**config.mk**
```make
export PLATFORM = sky130hd
export DESIGN_NAME = trs_task_status
export DESIGN_NICKNAME = d
export VERILOG_FILES = /design/src/trs_pkg.sv /design/src/trs_task_status.sv
export VERILOG_INCLUDE_DIRS = /design/src
export SDC_FILE = /design/constraint.sdc
export NUM_CORES = 1
export LEC_CHECK = 0
export BUFFER_PORTS_ARGS = -buffer_cell sky130_fd_sc_hd__buf_2
export CORE_AREA = 2 2 127 129
export DETAILED_ROUTE_END_ITERATION = 10
export DIE_AREA = 0 0 129 131
export SLEW_MARGIN = 20
export SYNTH_ARGS = -nofsm -noshare
export SYNTH_HDL_FRONTEND = slang
export SYNTH_SLANG_ARGS = --single-unit
```
**constraint.sdc**
```tcl
create_clock -name pclk -period 4.47 [get_ports pclk]
set_input_delay 0.2235 -clock pclk [delete_from_list [all_inputs] [get_ports pclk]]
set_output_delay 0.2235 -clock pclk [all_outputs]
set_load 0.05 [all_outputs]
```
**src/trs_defines.svh**
```systemverilog
// Offsets, word widths, reset values and timing counts of the run-status block
`ifndef TRS_DEFINES_SVH
`define TRS_DEFINES_SVH

// Register map: control words at byte addresses, status words by index
`define TRS_CTRL1_ADDR      8'h00
`define TRS_CTRL2_ADDR      8'h04
`define TRS_STAT1_IDX       8'h0B
`define TRS_STAT2_IDX       8'h0D

// Control word layout and reset value
`define TRS_CTRL_W          7
`define TRS_CTRL_RESET      7'h00

// Status word width
`define TRS_STAT_W          16

// Machine code ranges
`define TRS_CODE_WAIT_MAX   10'h1F3
`define TRS_CODE_MAX        10'h3E7

// Initialization time and clock rate
`define TRS_INIT_TIME_MS    130
`define TRS_CLK_KHZ         200000
`define TRS_INIT_CYCLES     (`TRS_INIT_TIME_MS * `TRS_CLK_KHZ)

`endif

```
**src/trs_pkg.sv**
```systemverilog
// Types shared by the run-status block and its neighbours
package trs_pkg;

    // Per-task run state, one-hot
    typedef enum logic [4:0] {
        TRS_IDLE = 5'h01,
        TRS_RUN  = 5'h02,
        TRS_OPT  = 5'h04,
        TRS_CODE = 5'h08,
        TRS_STOP = 5'h10
    } trs_run_type;

    // Host control bits of one task, bit 0 first from the right
    typedef struct packed {
        logic opt_input;
        logic code_reset;
        logic forced_end;
        logic pause;
        logic single_block;
        logic cycle_start;
        logic mode_auto;
    } trs_ctrl_type;

    // Status word of one task
    typedef struct packed {
        logic [5:0] rsvd_hi;
        logic       cs_recv;
        logic       strobe;
        logic       code_wait;
        logic       opt_wait;
        logic       completed;
        logic       running;
        logic       manual;
        logic       auto_mode;
        logic [1:0] rsvd_lo;
    } trs_status_type;

    // Events from the program engine of one task
    typedef struct packed {
        logic       prog_end;
        logic       code_out;
        logic [9:0] code;
        logic       block_step;
        logic       opt_stop;
        logic       opt_interp;
        logic       axes_stopped;
        logic       teach_start;
    } trs_event_type;

    // Commands to the program engine of one task
    typedef struct packed {
        logic start;
        logic run_go;
        logic pause;
        logic forced_end;
        logic single_block;
        logic auto_mode;
    } trs_cmd_type;

endpackage : trs_pkg

```
**src/trs_task_status.sv**
```systemverilog
// Run-status flags of two tasks behind an APB register slave
// Register map, one 32-bit word per register:
//   0x00 task 1 control, 0x04 task 2 control (read/write)
//   0x2C task 1 status, 0x34 task 2 status (read only)
// Control word bits:
//   0 mode_auto (1 automatic), 1 cycle_start, 2 single_block,
//   3 pause, 4 forced_end, 5 code_reset, 6 opt_input
// Status word bits:
//   2 automatic, 3 manual, 4 running, 5 completed,
//   6 optional-input wait, 7 code-reset wait, 8 strobe,
//   9 start received; all other bits read zero
// Every transfer takes one wait state; unmapped addresses answer
//   with pslverr and zero data, and status writes are dropped.
// Limitation: completed is stored, so it hides in manual mode and
//   comes back in automatic mode until the next start.
//
`include "trs_defines.svh"

module trs_task_status #(
    parameter int unsigned INIT_CYCLES = `TRS_INIT_CYCLES,
    parameter int unsigned ADDR_W      = 8
) (
    // Clock and reset
    input  wire  logic                            pclk,
    input  wire  logic                            presetn,
    // APB slave
    input  wire  logic                            psel,
    input  wire  logic                            penable,
    input  wire  logic                            pwrite,
    input  wire  logic [ADDR_W-1:0]               paddr,
    input  wire  logic [31:0]                     pwdata,
    output logic       [31:0]                     prdata,
    output logic                                  pready,
    output logic                                  pslverr,
    // Program engine, one entry per task
    input  wire  trs_pkg::trs_event_type [1:0]    eng_event,
    output trs_pkg::trs_cmd_type         [1:0]    eng_cmd,
    // Initialization finished
    output logic                                  init_done
);
    import trs_pkg::*;

    localparam int unsigned NUM_TASKS = 2;

    // Refuse settings the map and counter cannot serve
    initial begin
        if (ADDR_W < 8 || ADDR_W > 32 || INIT_CYCLES < 1) begin
            $error("trs_task_status: bad parameter");
        end
    end

    // Byte addresses of the status words
    localparam logic [7:0] STAT1_ADDR = 8'(`TRS_STAT1_IDX * 4);
    localparam logic [7:0] STAT2_ADDR = 8'(`TRS_STAT2_IDX * 4);

    trs_ctrl_type [NUM_TASKS-1:0]            ctrl;
    trs_ctrl_type [NUM_TASKS-1:0]            next_ctrl;
    logic [NUM_TASKS*`TRS_STAT_W-1:0]        status_all;
    logic [31:0]                             next_prdata;
    logic                                    next_pready;
    logic                                    next_pslverr;
    logic [31:0]                             init_cnt;
    logic [31:0]                             next_init_cnt;
    logic                                    next_init_done;

    // Initialization timer; mode flags wait for it to finish
    // A 32-bit count covers the default of 26 million edges
    always_comb begin
        next_init_cnt  = init_cnt;
        next_init_done = init_done;
        if (!init_done) begin
            if (init_cnt >= INIT_CYCLES - 1) begin
                next_init_done = 1'b1;
            end else begin
                next_init_cnt = init_cnt + 32'h0000_0001;
            end
        end
    end

    // Timer registers
    always_ff @(posedge pclk or negedge presetn) begin
        if (!presetn) begin
            init_cnt  <= 32'h0000_0000;
            init_done <= 1'b0;
        end else begin
            init_cnt  <= next_init_cnt;
            init_done <= next_init_done;
        end
    end

    // APB slave: one wait state, then read data and answer together
    always_comb begin
        logic        access;
        logic [7:0]  a;
        access       = psel && penable && !pready;
        a            = paddr[7:0];
        next_ctrl    = ctrl;
        next_prdata  = prdata;
        next_pready  = access;
        next_pslverr = 1'b0;
        // Shift rather than slice, so the default 8-bit map has no
        // empty range to select
        if (|(paddr >> 8)) begin
            a = 8'hFF;
        end
        if (access) begin
            next_prdata = 32'h0000_0000;
            // Status words read zero-filled above bit 15
            unique case (a)
                `TRS_CTRL1_ADDR:
                    next_prdata[`TRS_CTRL_W-1:0] = ctrl[0];
                `TRS_CTRL2_ADDR:
                    next_prdata[`TRS_CTRL_W-1:0] = ctrl[1];
                STAT1_ADDR:
                    next_prdata[15:0] = status_all[15:0];
                STAT2_ADDR:
                    next_prdata[15:0] = status_all[31:16];
                default:
                    next_pslverr = 1'b1;
            endcase
        end
        // Writes land on the edge that samples pready high
        if (psel && penable && pready && pwrite) begin
            if (a == `TRS_CTRL1_ADDR) begin
                next_ctrl[0] = trs_ctrl_type'(pwdata[`TRS_CTRL_W-1:0]);
            end
            if (a == `TRS_CTRL2_ADDR) begin
                next_ctrl[1] = trs_ctrl_type'(pwdata[`TRS_CTRL_W-1:0]);
            end
        end
    end

    // Control words and the registered bus answer
    always_ff @(posedge pclk or negedge presetn) begin
        if (!presetn) begin
            ctrl    <= {NUM_TASKS{trs_ctrl_type'(`TRS_CTRL_RESET)}};
            prdata  <= 32'h0000_0000;
            pready  <= 1'b0;
            pslverr <= 1'b0;
        end else begin
            ctrl    <= next_ctrl;
            prdata  <= next_prdata;
            pready  <= next_pready;
            pslverr <= next_pslverr;
        end
    end

    // Identical status logic for each task, each with its own word
    for (genvar t = 0; t < NUM_TASKS; t++) begin : g_task
        // State meaning: IDLE no program, RUN executing,
        // OPT waiting on the optional input, CODE waiting for the
        // code reset handshake, STOP decelerating after forced end
        trs_run_type    state;
        trs_run_type    next_state;
        logic           auto_f;
        logic           next_auto_f;
        logic           manual_f;
        logic           next_manual_f;
        logic           done_mem;
        logic           next_done_mem;
        // Previous start bit, for the rising-edge detect
        logic           cs_prev;
        logic           cs_recv;
        logic           next_cs_recv;
        logic           strobe;
        logic           next_strobe;
        logic           reset_seen;
        logic           next_reset_seen;
        logic           kind_stop;
        logic           next_kind_stop;
        trs_cmd_type    next_cmd;
        trs_status_type stat;

        always_comb begin
            trs_ctrl_type  c;
            trs_event_type e;
            logic          cs_edge;
            logic          start_req;
            c               = ctrl[t];
            e               = eng_event[t];
            cs_edge         = c.cycle_start && !cs_prev;
            next_state      = state;
            next_done_mem   = done_mem;
            next_strobe     = strobe;
            next_reset_seen = reset_seen;
            next_kind_stop  = kind_stop;
            // Mode flags follow the request only after initialization
            next_auto_f     = init_done && c.mode_auto;
            next_manual_f   = init_done && !c.mode_auto;
            // A start edge counts only in automatic mode
            start_req       = (cs_edge && auto_f)
                              || e.teach_start;
            next_cs_recv    = c.cycle_start
                              && (cs_recv || (cs_edge && auto_f));
            // Non-waiting codes drop the strobe at the next block
            if (strobe && state == TRS_RUN
                && (e.block_step || e.prog_end)) begin
                next_strobe = 1'b0;
            end
            // Any code in range raises the strobe
            // Set after the block clear: a new code beats a same-cycle block clear, but not the code-wait exit or the mode drop below
            if (e.code_out && e.code <= `TRS_CODE_MAX) begin
                next_strobe = 1'b1;
            end
            unique case (state)
                TRS_IDLE: begin
                    // Only a start leaves idle; other events are dropped
                    if (start_req) begin
                        next_state    = TRS_RUN;
                        next_done_mem = 1'b0;
                    end
                end
                TRS_RUN: begin
                    // One event a cycle; this order is the priority
                    if (e.prog_end) begin
                        next_state    = TRS_IDLE;
                        next_done_mem = 1'b1;
                    end else if (c.forced_end) begin
                        next_state = TRS_STOP;
                    end else if (e.code_out
                                 && e.code <= `TRS_CODE_WAIT_MAX) begin
                        next_state      = TRS_CODE;
                        next_reset_seen = 1'b0;
                    end else if (e.opt_stop && c.opt_input) begin
                        next_state     = TRS_OPT;
                        next_kind_stop = 1'b1;
                    end else if (e.opt_interp && !c.opt_input) begin
                        next_state     = TRS_OPT;
                        next_kind_stop = 1'b0;
                    end
                end
                TRS_OPT: begin
                    // Stop waits for off, interpolation waits for on
                    if (kind_stop ? !c.opt_input : c.opt_input) begin
                        next_state = TRS_RUN;
                    end
                end
                TRS_CODE: begin
                    // Needs a full on-then-off of the reset bit
                    if (c.code_reset) begin
                        next_reset_seen = 1'b1;
                    end else if (reset_seen) begin
                        next_state  = TRS_RUN;
                        next_strobe = 1'b0;
                    end
                end
                TRS_STOP: begin
                    // Running stays up until the axes are still
                    if (e.axes_stopped) begin
                        next_state = TRS_IDLE;
                    end
                end
                default: begin
                    // A broken one-hot code falls back to idle
                    next_state = TRS_IDLE;
                end
            endcase
            // Leaving automatic mode wipes the run flags at once
            if (auto_f && !next_auto_f) begin
                next_state  = TRS_IDLE;
                next_strobe = 1'b0;
            end
            // Engine commands; a teach start needs no mode flag, only a start edge needs automatic
            next_cmd.start        = (state == TRS_IDLE) && start_req;
            next_cmd.run_go       = (next_state == TRS_RUN);
            // Copies of the host bits, auto_mode gated by init_done; the engine acts on them
            next_cmd.pause        = c.pause;
            next_cmd.forced_end   = c.forced_end;
            next_cmd.single_block = c.single_block;
            next_cmd.auto_mode    = next_auto_f && !next_manual_f;
        end

        // Flags and engine commands, all registered
        always_ff @(posedge pclk or negedge presetn) begin
            if (!presetn) begin
                state      <= TRS_IDLE;
                auto_f     <= 1'b0;
                manual_f   <= 1'b0;
                done_mem   <= 1'b0;
                cs_prev    <= 1'b0;
                cs_recv    <= 1'b0;
                strobe     <= 1'b0;
                reset_seen <= 1'b0;
                kind_stop  <= 1'b0;
                eng_cmd[t] <= '0;
            end else begin
                state      <= next_state;
                auto_f     <= next_auto_f;
                manual_f   <= next_manual_f;
                done_mem   <= next_done_mem;
                cs_prev    <= ctrl[t].cycle_start;
                cs_recv    <= next_cs_recv;
                strobe     <= next_strobe;
                reset_seen <= next_reset_seen;
                kind_stop  <= next_kind_stop;
                eng_cmd[t] <= next_cmd;
            end
        end

        // Status word; completed is hidden outside automatic mode
        always_comb begin
            stat           = '0;
            stat.auto_mode = auto_f;
            stat.manual    = manual_f;
            stat.running   = (state != TRS_IDLE);
            stat.completed = done_mem && auto_f;
            stat.opt_wait  = (state == TRS_OPT);
            stat.code_wait = (state == TRS_CODE);
            stat.strobe    = strobe;
            stat.cs_recv   = cs_recv;
        end

        assign status_all[t*`TRS_STAT_W +: `TRS_STAT_W] = stat;
    end

endmodule : trs_task_status

```
=== Word-level counts from Yosys, hierarchy flattened ===
Index checks and enable logic that the tools add are counted.

* Flip-flop bits (word level): 103
* Input port bits: 79
* Output and inout port bits: 47

* Muxes and demuxes: 64
* Add/sub/neg operators: 1
* Equality and inequality tests: 29
* Magnitude comparators: 5
* Reductions and logical operators: 68
* Bitwise logic cells: 8

{| class="wikitable"
|+ Operators by type and width
! operator !! count
|-
| $mux 5 || 22
|-
| $pmux 5 s5 || 2
|-
| $logic_and 1x1->1 || 34
|-
| $mux 1 || 34
|-
| $add 32x1->32 const B || 1
|-
| $ge 32x25->1 const B || 1
|-
| $pmux 7 s4 || 1
|-
| $eq 5x2->1 const B || 4
|-
| $le 10x10->1 const B || 2
|-
| $le 10x9->1 const B || 2
|-
| $ne 2x2->1 const B || 10
|-
| $reduce_and 5->1 || 4
|-
| $eq 8x6->1 const B || 2
|-
| $reduce_bool 2->1 || 6
|-
| $logic_not 1->1 || 11
|-
| $eq 5x1->1 const B || 2
|-
| $eq 5x3->1 const B || 2
|-
| $eq 5x4->1 const B || 2
|-
| $eq 5x5->1 const B || 2
|-
| $ne 5x1->1 const B || 2
|-
| $eq 8x3->1 const B || 1
|-
| $logic_not 8->1 || 1
|-
| $not 1->1 || 8
|-
| $pmux 1 s2 || 4
|-
| 6 further kinds || 15
|}

=== Longest topological paths before layout ===
Gate-level depths: netlist (run 1).

* Depth in word-level cells: 10
* Gate-level depth with buffers: 7

=== Least setup slack after synthesis (run 1) ===
Ideal clock, no wire load.

* Path type: reg2reg
* Start: register init_done
* End: register init_cnt[16]
* Setup slack: 2.430 ns
* Period minus slack after synthesis: 2.040 ns
* Arrival time: 1.916 ns
* Stages on the path, launching flop included: 7
* Buffers on the path: 1
* Setup time: 0.124 ns
* Cells stage by stage: dfrtp_1 > nor4_1 > nand2_1 > nor2_1 > clkbuf_1 > nand4_1 > xnor2_1

* Word-level cells in the longest chain between the ends: 2

{| class="wikitable"
|+ RTL lines
! item !! line !! source
|-
| start, declared || trs_task_status.sv:39 || <nowiki>output logic init_done</nowiki>
|-
| start signal, assigned || trs_task_status.sv:87 || <nowiki>init_done <= next_init_done;</nowiki>
|-
| $not 1->1 (no line) || - ||
|-
| $reduce_and 2->1 (no line) || - ||
|-
| end signal, assigned || trs_task_status.sv:86 || <nowiki>init_cnt <= next_init_cnt;</nowiki>
|-
| end, declared || trs_task_status.sv:62 || <nowiki>logic [31:0] init_cnt;</nowiki>
|}

Every way passes these cells.
A chain may end at the register's enable or synchronous reset.

=== Worst setup path after layout (run 1) ===
* Start: register init_done
* End: register init_cnt[1]

The elaborated chain is that of the path after synthesis.

==> flow_summary_export.csv, run 1 <==
group,metric,value,unit
synth,synth.most_common_cell,"dfrtp_1",
drt,dr.first_iter.drc_count,203,
setup_path,cp_data_arrival_time,2370,ps
clocking,worstSkewPairLatency,340,ps
synth,avgSynthCellArea,10.50,um2
synth,ys_seq_area_share,52.22,%
timing,fin_crit_sh,47.81,%
drt,viasPerCell,4.746,
setup_path,critPathBufInv,0,
timing,maxSlewHeadroom,51.20,%
drt,wl_per_cell,14.33,um
drt,via_count,3431,
cells_and_area,fin_nets,582,
clocking,htree_levels,3,
synth,synth_common_cells,"dfrtp_1 (93), nor2_1 (39), nand2_1 (28), buf_4 (24), xnor2_1 (22)",
die,fp.dieArea,16900,um2
clocking,cts_setup_buffers,0,
synth,synth-seq-cells,95,
global_routing,antenna_found_initial,0,
synth,synthArstFlopShare,100.0,%
timing,maxSlewViolCount,0,
run_status,status,"completed",
global_routing,grt_max_degree,56,
global_routing,grt_overflow_total,0,
synth,synth_enable_flop_cells,0,
die,row_count,46,
setup_path,crit_path_start_kind,"register",
die,start_util,29.22,%
drt,dr.pass1.iters,4,
placement,dp_hpwl,7.559,mm
die,fp.dieW,129,um
power_and_ir_drop,p_per_area,423.0,nW/um2
clocking,clock_path_buffers,2,
synth,netlist_area,4557,um2
clocking,cts_root_buf,"clkbuf_16",
timing,setup_tns,0,ps
global_routing,grt_pass1_wl,16.35,mm
timing,fin_skew,9.037,ps
placement,routabilityCongestion,0.8276,
clocking,cts_tree,"built",
timing,timing.fmax,0.4679,GHz
setup_path,path_delay_family,"simple AND/OR/NAND/NOR gates",
timing,hold_viol,0,
synth,synth_cell_types,55,
drt,drc,0,
cells_and_area,fillers,1590,
power_and_ir_drop,finalPower,2.282,mW
setup_path,crit_chain,"nor4_1 -> nand2_1 -> nor2_2 -> nand2_1 -> mux2_2",
die,core_area,15600,um2
synth,synthTopCellsByArea,"dfrtp_1 (51%), xnor2_1 (4.2%), buf_4 (4.0%), mux2_2 (3.7%), nor2_1 (3.2%)",
timing,tightestPinTransition,724.3,ps
setup_path,crit_fanout,19,
cells_and_area,num_antenna_cells,0,
timing,layout_min_cycle_time,2137,ps
setup_path,worstSetupPathType,"reg2reg",
timing,rsz0062_at_grt,"no",
synth,synthCells,434,
global_routing,grt_pass1_vias,3273,
setup_path,slowest_delay,590,ps
setup_path,slowest_stage,"nor2_2",
power_and_ir_drop,peakVddDrop,0.0001837,V
synth,netlist.area_leader.share,51.07,%
die,fp.dieH,131,um
drt,routed_wl,10.36,mm
setup_path,critPathRequiredTime,4700,ps
global_routing,grt_usage,12.44,%
clocking,cts_buffers,9,
cells_and_area,layout-drive-gt1-share,23.47,%
clocking,path_clk_slew,70,ps
setup_path,crit_top_cell,"nand2_1",
run,cap_viol_max_count,0,
cells_and_area,syn_to_final_growth,18.40,%
synth,yosys_most_used_dff,"dfrtp_1",
placement,portBuffers,74,
power_and_ir_drop,leakagePower,2.623,nW
die,io_pins,126,
drt,antenna_left,0,
timing,finalSetupViolations,0,
synth,yosysTopAreaCell,"dfrtp_1",
synth,ys_warn_count,0,
clocking,cts.sinks,95,
min_path,hold_path.class,"in2reg",
setup_path,worstSetupEndpointType,"register",
## timing repair
item	in CTS	in global routing
hold buffers	1	0
gates resized for setup	0	0
hold endpoints to repair	53	0
## cell usage in the layout, fill, tap and decap left out, types with 3 or more instances in the layout
cell type / instances
a21oi_1: 20
a221oi_1: 5
a22oi_1: 4
a31oi_1: 4
and3_1: 18
and3b_1: 3
and4_1: 4
buf_2: 73
bufinv_16: 3
clkbuf_16: 9
conb_1: 22
dfrtp_1: 93
inv_1: 11
mux2_2: 15
mux2i_1: 7
nand2_1: 28
nand2b_1: 6
nand3_1: 15
nand4_1: 15
nor2_1: 38
nor2b_1: 11
nor3_1: 7
nor4_1: 6
o211ai_1: 4
o21a_1: 6
o21ai_0: 10
o221ai_1: 3
o31ai_1: 3
or2_2: 3
xnor2_1: 22
xor2_1: 5
## area by class of cell
type / count / area, um2 / share of cell area (%)
Clock buffer: 9 / 225.2 / 4.174
Clock inverter: 7 / 120.1 / 2.226
Inverter: 11 / 41.29 / 0.7653
Multi-Input combinational cell: 309 / 1968 / 36.48
Sequential cell: 95 / 2380 / 44.11
Tap cell: 216 / 270.3 / 5.009
Timing Repair Buffer: 76 / 390.4 / 7.236
## routing by layer
layer  vias to the layer above  GRT usage, %  share of wire (%)
met1                      1672         15.38                 45
met5                         -             0                  0
met4                         0         4.348                1.9
met3                        15         3.746                5.6
li1                       1632             -                  -
met2                       112         20.79                 48
## metrics by stage
step | util (%) | worst slack, ps | hold WS, ps | area, um2 | instances
global route | 34.59 | 2033 | 104.8 | 5395 | 723
finish | 34.59 | 2333 | 110.2 | 5395 | 723
global placement | 32.30 | 1994 | 309.1 | 5037 | 706
CTS | 34.57 | 1936 | 103.8 | 5393 | 723
detailed placement | 32.30 | 1943 | 324.1 | 5037 | 706
floorplan | - | 2430 | -72.09 | 4636 | 455
## path summary, 6_finish.rpt
| path | start | end | cells past startpoint | slack [ps] |
|---|---|---|---|---|
| setup / recovery | init_done$_DFF_PN0_ | init_cnt[1]$_DFFE_PN0P_ | 5 | 2330 |
| hold / removal | eng_event[18] | g_task[1].state[0]$_DFF_PN1_ | 2 | 110 |
| setup reg to reg | init_done$_DFF_PN0_ | init_cnt[1]$_DFFE_PN0P_ | 5 | 2330 |
| hold reg to reg | init_cnt[29]$_DFFE_PN0P_ | init_cnt[29]$_DFFE_PN0P_ | 0 | 380 |
| max in group asynchronous | presetn | g_task[0].state[0]$_DFF_PN1_ | 3 | 3010 |
| min in group asynchronous | presetn | init_cnt[5]$_DFFE_PN0P_ | 2 | 470 |
## sequential cells by signal, summed over array words and instances, names as in the netlist
name / flops
pready: 1
g_task.manual_f: 2
ctrl: 14
init_done: 1
g_task.cs_recv: 2
g_task.kind_stop: 2
g_task.strobe: 2
init_cnt: 32
eng_cmd: 11
pslverr: 1
g_task.reset_seen: 2
g_task.done_mem: 2
g_task.cs_prev: 2
g_task.state: 10
g_task.auto_f: 1
prdata: 10
## report_power, final
group	total [mW]	internal (mW)	switching, mW
combinational	0.424	0.125	0.299
sequential	0.974	0.929	0.0454
clock	0.884	0.549	0.335
## logic make-up after synthesis
kind of cell | after synthesis | share of synthesized area, %
AND/OR/NAND/NOR | 166 | 19.99
XOR/XNOR | 27 | 5.189
other | 1 | 0.08229
adder cells (fa/ha/maj) | 1 | 0.2745
flip-flops | 95 | 52.22
AO/OA/AOI/OAI | 71 | 10.63
multiplexers | 22 | 5.244
buffers and inverters | 51 | 6.370
(Power assumes the default switching activity.)
==> run 2: changes to the inputs <==
Clock period 4.47 ns to 1.8 ns, I/O delays scaled along.
==> run 2 against run 1 <==
The run now ends with setup timing left. Global-route usage grew 0.34 points. Sequential cell count stayed put. Count of clock-buffer cells in the layout increased by 3. Setup slack lost 2400 ps. Utilization up 1.9 points. Die area unchanged. Total power grew 140%. Cell count grew 5.1%. Sequential power is 150% higher.
==> flow_summary_export.csv, run 2 (synthesized netlist as in run 1, its figures left out) <==
group,metric,value,unit
setup_path,reg2reg_setup_slack,-70,ps
setup_path,crit_fanout,6,
timing,finalWorstSetupSlack,-72.87,ps
global_routing,grt_overflow_total,0,
clocking,cts_tree,"built",
run_status,status,"finished with violations",
die,fp.dieH,131,um
timing,layout_min_cycle_time,1873,ps
timing,hold-worst-slack,17.58,ps
global_routing,antenna_found_initial,0,
cells_and_area,largest_reg_flops,32,
setup_path,critPathRequiredTime,2050,ps
die,row_count,46,
drt,routed_wl,10.65,mm
placement,dp_hpwl,7.960,mm
placement,portBuffers,74,
cells_and_area,design_area,5688,um2
drt,dr.pass1.iters,4,
timing,setup_tns,-264.2,ps
global_routing,grt_pass1_wl,16.73,mm
drt,drc,0,
placement,routabilityCongestion,0.8255,
setup_path,worstSetupPathType,"reg2reg",
placement,dp_worst_setup_slack,-144.5,ps
global_routing,grt_usage,12.79,%
clocking,worstSkewPairLatency,340,ps
clocking,cts.sinks,95,
setup_path,worstSetupEndpointType,"register",
die,io_pins,126,
power_and_ir_drop,leakagePower,2.796,nW
die,start_util,29.22,%
timing,finalSetupViolations,6,
drt,wl_per_cell,14.01,um
timing,fin_crit_sh,104.0,%
cells_and_area,num_antenna_cells,0,
setup_path,cp_data_arrival_time,2120,ps
global_routing,grt_pass1_vias,3339,
cells_and_area,layout.cells.non_filler,760,
clocking,path_clk_slew,70,ps
timing,timing.fmax,0.5339,GHz
run,cap_viol_max_count,0,
drt,via_count,3493,
timing,maxSlewHeadroom,64.09,%
timing,hold_viol,0,
clocking,clock_path_buffers,2,
timing,maxSlewViolCount,0,
cells_and_area,top_regs,"init_cnt (32), ctrl (14), eng_cmd (11)",
global_routing,grt_max_degree,41,
timing,tightestPinTransition,538.6,ps
power_and_ir_drop,peakVddDrop,0.0004030,V
placement,dpl_cell_area,5279,um2
cells_and_area,final_cell_mix,"dfrtp_1 (92), buf_2 (73), nor2_1 (37), buf_4 (36), nand2_1 (28)",
die,fp.dieW,129,um
cells_and_area,fin_nets,619,
min_path,hold_path.class,"in2reg",
die,core_area,15600,um2
cells_and_area,largest_register,"init_cnt",
timing,rsz0062_at_grt,"yes",
run_status,failed_checks,"setup timing",
clocking,cts_buffers,9,
clocking,cts_root_buf,"clkbuf_16",
cells_and_area,final_common_cell,"dfrtp_1",
cells_and_area,layout-drive-gt1-share,29.78,%
clocking,htree_levels,3,
drt,antenna_left,0,
cells_and_area,finalCoreUtilization,36.47,%
power_and_ir_drop,p_per_area,972.2,nW/um2
drt,viasPerCell,4.596,
die,fp.dieArea,16900,um2
timing,fin_skew,8.538,ps
cells_and_area,syn_to_final_growth,24.82,%
power_and_ir_drop,finalPower,5.530,mW
drt,dr.first_iter.drc_count,147,
placement,dp_cells,736,
setup_path,crit_path_start_kind,"register",
[run 2: cell count changes in the layout (fill, tap and decap cells not counted), sizes merged]
cell | before | now
bufinv | 3 | 1
dlygate4sd3 | 1 | 3
clkinvlp | 1 | 0
clkinv | 2 | 3
buf | 75 | 110
clkbuf | 9 | 12
inv | 12 | 11
[run 2: final timing paths]
check | from | to | cells after the start
worst min register to register | init_cnt[28]$_DFFE_PN0P_ | init_cnt[28]$_DFFE_PN0P_ | 0
worst max-delay path | g_task[0].state[2]$_DFF_PN0_ | g_task[0].state[0]$_DFF_PN1_ | 5
min in group asynchronous | presetn | eng_cmd[2]$_DFF_PN0_ | 2
worst min-delay path | pwdata[2] | ctrl[9]$_DFFE_PN0P_ | 2
max in group asynchronous | presetn | g_task[1].state[0]$_DFF_PN1_ | 3
worst max register to register | g_task[0].state[2]$_DFF_PN0_ | g_task[0].state[0]$_DFF_PN1_ | 5
[run 2: layout make-up]
cell class,count,area (um2)
Fill cell,1563,9910
Timing Repair Buffer,113,685.7
Tap cell,216,270.3
Sequential cell,95,2381
Inverter,11,41.29
Multi-Input combinational cell,309,2024
Clock buffer,12,236.5
Clock inverter,4,48.80
[run 2: per-layer routing]
metal	vias to the layer above	wire length, um	GRT usage, %
met4	0	87	3.581
met3	8	505	3.257
met5	-	0	0
met2	97	5234	21.26
met1	1681	4822	16.62
li1	1707	-	-
[run 2: timing repair]
action | in CTS | in global routing
hold buffers | 3 | 0
pin swaps | 1 | 2
endpoints found under the hold margin | 39 | 0
buffers inserted | 1 | 4
gates resized for setup | 3 | 9
endpoints found under the setup margin | 8 | 21
[run 2: critical path, cell delays in order, from the launching register on]
cell and delay, ps:
dfrtp_1 370, or3_4 390, or3b_4 440, buf_4 160, a22o_4 250, nand4b_1 180
[run 2: power by group]
group / switching, mW / internal (mW)
Clock: 0.753 / 1.08
Combinational: 0.823 / 0.468
Sequential: 0.103 / 2.31
